--- src/hw/eil_pkg.sv ---
package eil_pkg;

	// Widths of the plain register port.
	localparam int EIL_ADDR_W = 8;
	localparam int EIL_DATA_W = 8;

	// Register offsets on the plain register port.
	localparam logic [EIL_ADDR_W-1:0] EIL_OFS_STATUS = 8'h00;
	localparam logic [EIL_ADDR_W-1:0] EIL_OFS_BREAK = 8'h01;

	// Field positions inside the status and control register.
	localparam int EIL_BIT_MODE = 0;
	localparam int EIL_BIT_MASK = 1;
	localparam int EIL_BIT_ACK = 2;
	localparam int EIL_BIT_PEND = 3;

	// Field position inside the break flag control register.
	localparam int EIL_BIT_BCE = 7;

	// Reset values of the software fields.
	localparam logic EIL_RST_MODE = 1'b0;
	localparam logic EIL_RST_MASK = 1'b0;
	localparam logic EIL_RST_BCE = 1'b0;

	// The pin idles high through its pullup, so the sampling stages reset high.
	localparam logic EIL_RST_PIN = 1'b1;

	// Vector pair from which the processor loads its program counter.
	localparam logic [15:0] EIL_VEC_HI_ADDR = 16'hFFFA;
	localparam logic [15:0] EIL_VEC_LO_ADDR = 16'hFFFB;

	// Request latch states.
	typedef enum logic [1:0]
	{
		EIL_IDLE = 2'b00,
		EIL_PEND = 2'b01,
		EIL_ACKD = 2'b10
	} eil_state_type;

endpackage

--- src/hw/eil_pin_if.sv ---
`timescale 1ns/10ps

// Carries the sampled pin level and its falling-edge pulse to the latch logic.
interface eil_pin_if;
	logic pin_level;
	logic pin_fall;

	modport src
	(
		output pin_level,
		output pin_fall
	);

	modport dst
	(
		input pin_level,
		input pin_fall
	);
endinterface

--- src/hw/eil_pin_sync.sv ---
`timescale 1ns/10ps

// Brings the active-low pin into the bus clock domain and finds its falling edges.
module eil_pin_sync
	import eil_pkg::*;
(
	input wire logic core_clk,
	input wire logic resetn,
	input wire logic clk_en,
	input wire logic irq_pin_n,
	eil_pin_if.src pin
);

	logic meta_q;
	logic meta_d;
	logic sync_q;
	logic sync_d;
	logic prev_q;
	logic prev_d;

	// Shift the pin through two stages, then keep one older sample for the edge.
	always_comb
	begin
		meta_d = irq_pin_n;
		sync_d = meta_q;
		prev_d = sync_q;
	end

	// The first stage feeds only the second stage.
	always_ff @(posedge core_clk or negedge resetn)
	begin
		if (!resetn)
		begin
			meta_q <= EIL_RST_PIN;
			sync_q <= EIL_RST_PIN;
			prev_q <= EIL_RST_PIN;
		end
		else if (clk_en)
		begin
			meta_q <= meta_d;
			sync_q <= sync_d;
			prev_q <= prev_d;
		end
	end

	// A high sample followed by a low sample one bus clock later is a falling edge.
	assign pin.pin_level = sync_q;
	assign pin.pin_fall = prev_q & ~sync_q;

endmodule

--- src/hw/eil_top.sv ---
`timescale 1ns/10ps

module eil_top
	import eil_pkg::*;
#(
	parameter int ADDR_W = EIL_ADDR_W,
	parameter int DATA_W = EIL_DATA_W
)
(
	input wire logic core_clk,
	input wire logic resetn,
	input wire logic clk_en,
	input wire logic irq_pin_n,
	input wire logic [ADDR_W-1:0] reg_addr,
	input wire logic [DATA_W-1:0] reg_wdata,
	input wire logic reg_wr,
	input wire logic reg_rd,
	output logic [DATA_W-1:0] reg_rdata,
	input wire logic break_state,
	input wire logic vector_fetch_ack,
	output logic irq_request,
	output logic pending_flag,
	output logic pin_level,
	output logic [15:0] vector_hi_addr,
	output logic [15:0] vector_lo_addr
);

	// True when an access address selects the given register.
	function automatic logic eil_hit(input logic [ADDR_W-1:0] addr,
		input logic [EIL_ADDR_W-1:0] ofs);
		eil_hit = (addr == ADDR_W'(ofs));
	endfunction

	eil_pin_if pin ();

	logic pin_low;
	logic pin_fall;
	logic sel_status;
	logic sel_break;
	logic sw_ack;
	logic sw_ack_eff;
	logic any_ack;
	logic set_req;
	logic mode_q;
	logic mode_d;
	logic mask_q;
	logic mask_d;
	logic bce_q;
	logic bce_d;
	eil_state_type state_q;
	eil_state_type state_d;
	logic [DATA_W-1:0] rdata_q;
	logic [DATA_W-1:0] rdata_d;
	logic [15:0] vec_hi_q;
	logic [15:0] vec_lo_q;

	// Pin sampling and edge detection.
	eil_pin_sync u_pin_sync
	(
		.core_clk(core_clk),
		.resetn(resetn),
		.clk_en(clk_en),
		.irq_pin_n(irq_pin_n),
		.pin(pin)
	);

	// Decode of the synchronised pin and of register accesses.
	always_comb
	begin
		pin_low = ~pin.pin_level;
		pin_fall = pin.pin_fall;
		sel_status = eil_hit(reg_addr, EIL_OFS_STATUS);
		sel_break = eil_hit(reg_addr, EIL_OFS_BREAK);
		sw_ack = reg_wr & sel_status & reg_wdata[EIL_BIT_ACK];
	end

	// Acknowledge sources and trigger condition for the latch.
	always_comb
	begin
		// During a break, software acknowledges count only with break clear enabled.
		sw_ack_eff = sw_ack & (~break_state | bce_q);
		any_ack = vector_fetch_ack | sw_ack_eff;
		// Level mode adds the low pin level to the falling edge.
		set_req = pin_fall | (mode_q & pin_low);
	end

	// Software fields: sensitivity, mask and break clear enable.
	always_comb
	begin
		mode_d = mode_q;
		mask_d = mask_q;
		bce_d = bce_q;
		if (reg_wr && sel_status)
		begin
			mode_d = reg_wdata[EIL_BIT_MODE];
			mask_d = reg_wdata[EIL_BIT_MASK];
		end
		if (reg_wr && sel_break)
		begin
			bce_d = reg_wdata[EIL_BIT_BCE];
		end
	end

	// Reset leaves the pin edge sensitive, unmasked and the latch protected in break.
	always_ff @(posedge core_clk or negedge resetn)
	begin
		if (!resetn)
		begin
			mode_q <= EIL_RST_MODE;
			mask_q <= EIL_RST_MASK;
			bce_q <= EIL_RST_BCE;
		end
		else if (clk_en)
		begin
			mode_q <= mode_d;
			mask_q <= mask_d;
			bce_q <= bce_d;
		end
	end

	// Request latch: pending, or acknowledged but held by a low pin in level mode.
	always_comb
	begin
		state_d = state_q;
		case (state_q)
			EIL_IDLE:
			begin
				if (set_req)
				begin
					state_d = EIL_PEND;
				end
			end
			EIL_PEND:
			begin
				// A new edge in the same cycle as an acknowledge keeps the request.
				if (pin_fall)
				begin
					state_d = EIL_PEND;
				end
				else if (any_ack && mode_q && pin_low)
				begin
					state_d = EIL_ACKD;
				end
				else if (any_ack)
				begin
					state_d = EIL_IDLE;
				end
			end
			EIL_ACKD:
			begin
				// The acknowledge is already in; only the pin level holds the request.
				if (pin_fall)
				begin
					state_d = EIL_PEND;
				end
				else if (!mode_q || !pin_low)
				begin
					state_d = EIL_IDLE;
				end
			end
			default:
			begin
				state_d = EIL_IDLE;
			end
		endcase
	end

	// Reset empties the latch whatever the pin shows.
	always_ff @(posedge core_clk or negedge resetn)
	begin
		if (!resetn)
		begin
			state_q <= EIL_IDLE;
		end
		else if (clk_en)
		begin
			state_q <= state_d;
		end
	end

	// Read data for the cycle after a read strobe; unmapped addresses read zero.
	always_comb
	begin
		rdata_d = '0;
		if (reg_rd && sel_status)
		begin
			rdata_d[EIL_BIT_MODE] = mode_q;
			rdata_d[EIL_BIT_MASK] = mask_q;
			rdata_d[EIL_BIT_ACK] = 1'b0;
			rdata_d[EIL_BIT_PEND] = (state_q != EIL_IDLE);
		end
		else if (reg_rd && sel_break)
		begin
			rdata_d[EIL_BIT_BCE] = bce_q;
		end
	end

	// Read data register; it also holds the vector pair offered to the processor.
	always_ff @(posedge core_clk or negedge resetn)
	begin
		if (!resetn)
		begin
			rdata_q <= '0;
			vec_hi_q <= EIL_VEC_HI_ADDR;
			vec_lo_q <= EIL_VEC_LO_ADDR;
		end
		else if (clk_en)
		begin
			rdata_q <= rdata_d;
			vec_hi_q <= EIL_VEC_HI_ADDR;
			vec_lo_q <= EIL_VEC_LO_ADDR;
		end
	end

	// Outputs; the mask gates the request but never the pending flag.
	assign reg_rdata = rdata_q;
	assign pending_flag = (state_q != EIL_IDLE);
	assign irq_request = (state_q != EIL_IDLE) & ~mask_q;
	assign pin_level = pin.pin_level;
	assign vector_hi_addr = vec_hi_q;
	assign vector_lo_addr = vec_lo_q;
endmodule

--- config.mk ---
export PLATFORM = sky130hd
export DESIGN_NAME = eil_top
export DESIGN_NICKNAME = d
export VERILOG_FILES = /design/src/hw/eil_pkg.sv /design/src/hw/eil_pin_if.sv /design/src/hw/eil_pin_sync.sv /design/src/hw/eil_top.sv
export SDC_FILE = /design/constraint.sdc
export NUM_CORES = 1
export LEC_CHECK = 0
export ABC_AREA = 1
export BUFFER_PORTS_ARGS = -buffer_cell sky130_fd_sc_hd__buf_4
export CELL_PAD_IN_SITES_DETAIL_PLACEMENT = 0
export CELL_PAD_IN_SITES_GLOBAL_PLACEMENT = 1
export CORE_MARGIN = 8
export CORE_UTILIZATION = 26
export CTS_BUF_LIST = sky130_fd_sc_hd__clkbuf_16
export DETAILED_ROUTE_END_ITERATION = 7
export GPL_TIMING_DRIVEN = 0
export PLACE_DENSITY_LB_ADDON = 0.1
export SLEW_MARGIN = 5
export SYNTH_ARGS = -nofsm -noshare
export SYNTH_HDL_FRONTEND = slang
export SYNTH_SLANG_ARGS = --single-unit
--- constraint.sdc ---
create_clock -name core_clk -period 1.3 [get_ports core_clk]
set_input_delay 0 -clock core_clk [delete_from_list [all_inputs] [get_ports core_clk]]
set_output_delay 0 -clock core_clk [all_outputs]
set_load 0.01 [all_outputs]
==> results.md <==
* Chip width at 75.8 um
* Seq/Total Area, Yosys at 32.7%
* Num ports at 67
* CP max stage delay at 0.54 ns
* Setup violators final at 0
* Status: complete, no violations
* Hold Vio Cnt, Final at 0
* WP data required at 1.43 ns
* Sw Ratio at 29.8%
* WL met2 at about 1000 um
* Met3 routed WL at 278 um
* Post-route ant nets at 0
* Nets at 220
* Comb pwr share at 34.1%
* Worst-path clk slew at 0.04 ns
* RD Place Congestion at 0.773
* Worst-path fanout max at 3
* Final WS setup at 0.108 ns
* Top-area cell type share of the netlist area at between 20% and 30%
* Pre-CTS WS at 0.0808 ns
* Pin count of the biggest net entering global routing at 13
* Clock root buffer: clkbuf_16
* Vias per inst at between 3 and 4
* Share of cells above drive strength 1 at between 40% and 50%
* Area leader, netlist: buf_4
* Area contributors post-synth: buf_4, dfrtp_1, nand2_1
* Max Fclk at around 0.84 GHz
* Post-synth top cells: buf_4, nand2_1, dfrtp_1, nor2_1, inv_1
* Iteration-0 DRC Markers at 21
* CTS tree: built
* Final Util at a little over two fifths
* Setup crit start kind: register
* Most instantiated library cell after synthesis: buf_4
* Post-Synthesis Cells at 126
* Critical path's top delay family: flip-flops
* Final period util at 91.7%
* Slew Viols, Final at 0
* Initial antenna violation count at 0
* Die height at approximately 76 um
* H-Tree Depth at 1
* Post-synthesis async set-or-reset flop share at 100%
* DRT Pass-1 Iters at 4
* CTS buffer count at 3
* Tmin final at 1.19 ns
* Core area at 0.00339 mm^2
* Worst Clk Skew at between 0.004 and 0.005 ns
* P_leak at 0.000799 uW
* Crit-path cells: inv_2 > nand2_2 > inv_2 > o21ai_0 > o21ai_0 > nand3_1 > nand2_1
* # rows at 21
* Sequential power share at approximately 30%
* Global-route wire length before repair at 3470 um
* Setup CP Type: register to register
* Mapped Area at a little over 900 um^2
* GRT overflow at 0
* HP Class: input pin to register
* Port Buffers at 26
* Dpl hpwl at 1940 um
* Int Power at 1080 uW
* Max IR drop VDD at 0.000534 V
* Critical path arrival at ~1.3 ns
* Hold WS at roughly 0.0073 ns
* Synthesized area per cell at between 7 and 8 um^2
* Wl on met1 at slightly below 900 um
* Total Routing Usage GR at 7.81%
* Starting Density at 27.4%
* Total power at 1540 uW
* Die area at 0.00574 mm^2
* Top_reg_cell synth: dfrtp_1
* Critical path capture point type: register
* N_diodes at 0
* Worst path slowest cell: dfstp_2
* Worst Path Buf+Inv at 2
* Clock sink total at 12
* DRC at 0
* Psw at around 460 uW
* Yosys warns at 0
* Post-synth EDFFs at 0
* Layout area overhead at 55.8%
* Count of state elements after synthesis at 12
* Reg-to-reg setup timing slack at 0.11 ns
* Worst-skew pair later-pin latency at approximately 0.24 ns
* DR vias at about 800
* Routed wire length per instance at a little over 9 um
* Clk pwr share at 35.7%
* Wirelength, routed at 2230 um
* DR top layer: met4
* Max-cap violations at 0
* Distinct cells, synth at 17
* Clk buf depth at 2
* Pwr per Cell Area at 1070 mW/mm^2
* Vias in the first global route at 847
repair_timing:
item | CTS | global route
endpoints found under the hold margin | 14 | 0
setup buffers | 0 | 2
endpoints found under the setup margin | 0 | 2
hold buffers | 3 | 0
gates resized for setup | 0 | 3
power groups by stage:
stage                     combinational (uW)  sequential (uW)  clock [uW]
after floorplan                          327              458           0
after global placement                   479              465           0
after detailed placement                 484              467           0
after CTS                                492              461         565
after global routing                     595              472         587
final                                    526              468         551
state kept, by name, indices dropped and copies added, names as in the netlist:
signal	count
bce_q	1
mask_q	1
mode_q	1
reg_rdata	4
state_q	2
u_pin_sync.meta_q	1
u_pin_sync.pin.pin_level	1
u_pin_sync.prev_q	1
logic make-up (layout without fill, tap and decap cells):
| kind of cell | after synthesis | after routing | synth area share [%] |
|---|---|---|---|
| buffers and inverters | 47 | 82 | 33.6 |
| AO/OA/AOI/OAI | 11 | 11 | 6.47 |
| AND/OR/NAND/NOR | 54 | 54 | 26.4 |
| other | 2 | 36 | 0.809 |
| flip-flops | 12 | 12 | 32.8 |
worst register-to-register path: cells and delay by family, from the launching register on:
family	cells	cell delay (ns)
buffers and inverters	2	0.11
AO/OA/AOI/OAI	2	0.23
flip-flops	1	0.54
AND/OR/NAND/NOR	3	0.20
metal layers:
layer | up-vias | track usage (%)
li1 | 453 | -
met2 | 40 | 13.1
met1 | 329 | 8.04
met3 | 2 | 3.82
met5 | - | 0
met4 | 0 | 3.41
through the flow:
step / area (um^2) / TNS [ns] / std cells
detailed placement: 1310 / 0 / 232
finish: 1450 / 0 / 241
global placement: 1310 / 0 / 232
CTS: 1420 / 0 / 239
global route: 1450 / -0.00419 / 241
floorplan: 1060 / 0 / 160
layout make-up:
cell class                      count  area (um^2)
Clock buffer                        3         75.1
Timing Repair Buffer               31          240
Sequential cell                    12          304
Clock inverter                      1         3.75
Fill cell                         345         1940
Tap cell                           46         57.6
Buffer                             36          270
Inverter                           11         41.3
Multi-Input combinational cell    101          454
final timing paths:
kind                                                   endpoint  cells past startpoint                                  from
setup / recovery                         state_q[0]$_DFFE_PN0P_                      7  u_pin_sync.pin.pin_level$_DFFE_PN1P_
hold / removal             u_pin_sync.pin.pin_level$_DFFE_PN1P_                      2                                clk_en
setup reg to reg                         state_q[0]$_DFFE_PN0P_                      7  u_pin_sync.pin.pin_level$_DFFE_PN1P_
hold reg to reg                   u_pin_sync.meta_q$_DFFE_PN1P_                      2         u_pin_sync.meta_q$_DFFE_PN1P_
max in group asynchronous  u_pin_sync.pin.pin_level$_DFFE_PN1P_                      2                                resetn
min in group asynchronous              reg_rdata[3]$_DFFE_PN0P_                      2                                resetn
cells in the final DEF (no fill, tap or decap):
| cell | n |
|---|---|
| buf_4 | 64 |
| nand3_2 | 1 |
| o21ai_0 | 6 |
| o31ai_1 | 2 |
| dlygate4sd3_1 | 3 |
| nor3_4 | 1 |
| inv_1 | 8 |
| a21oi_1 | 3 |
| nand3b_1 | 1 |
| inv_2 | 4 |
| dfstp_2 | 3 |
| conb_1 | 36 |
| nor2_4 | 1 |
| nor2_2 | 5 |
| nand2_1 | 31 |
| nor2_1 | 7 |
| dfrtp_1 | 9 |
| nand2_2 | 4 |
| nand3_1 | 3 |
| clkbuf_16 | 3 |
Note: power is estimated with default switching activity, not from simulation.
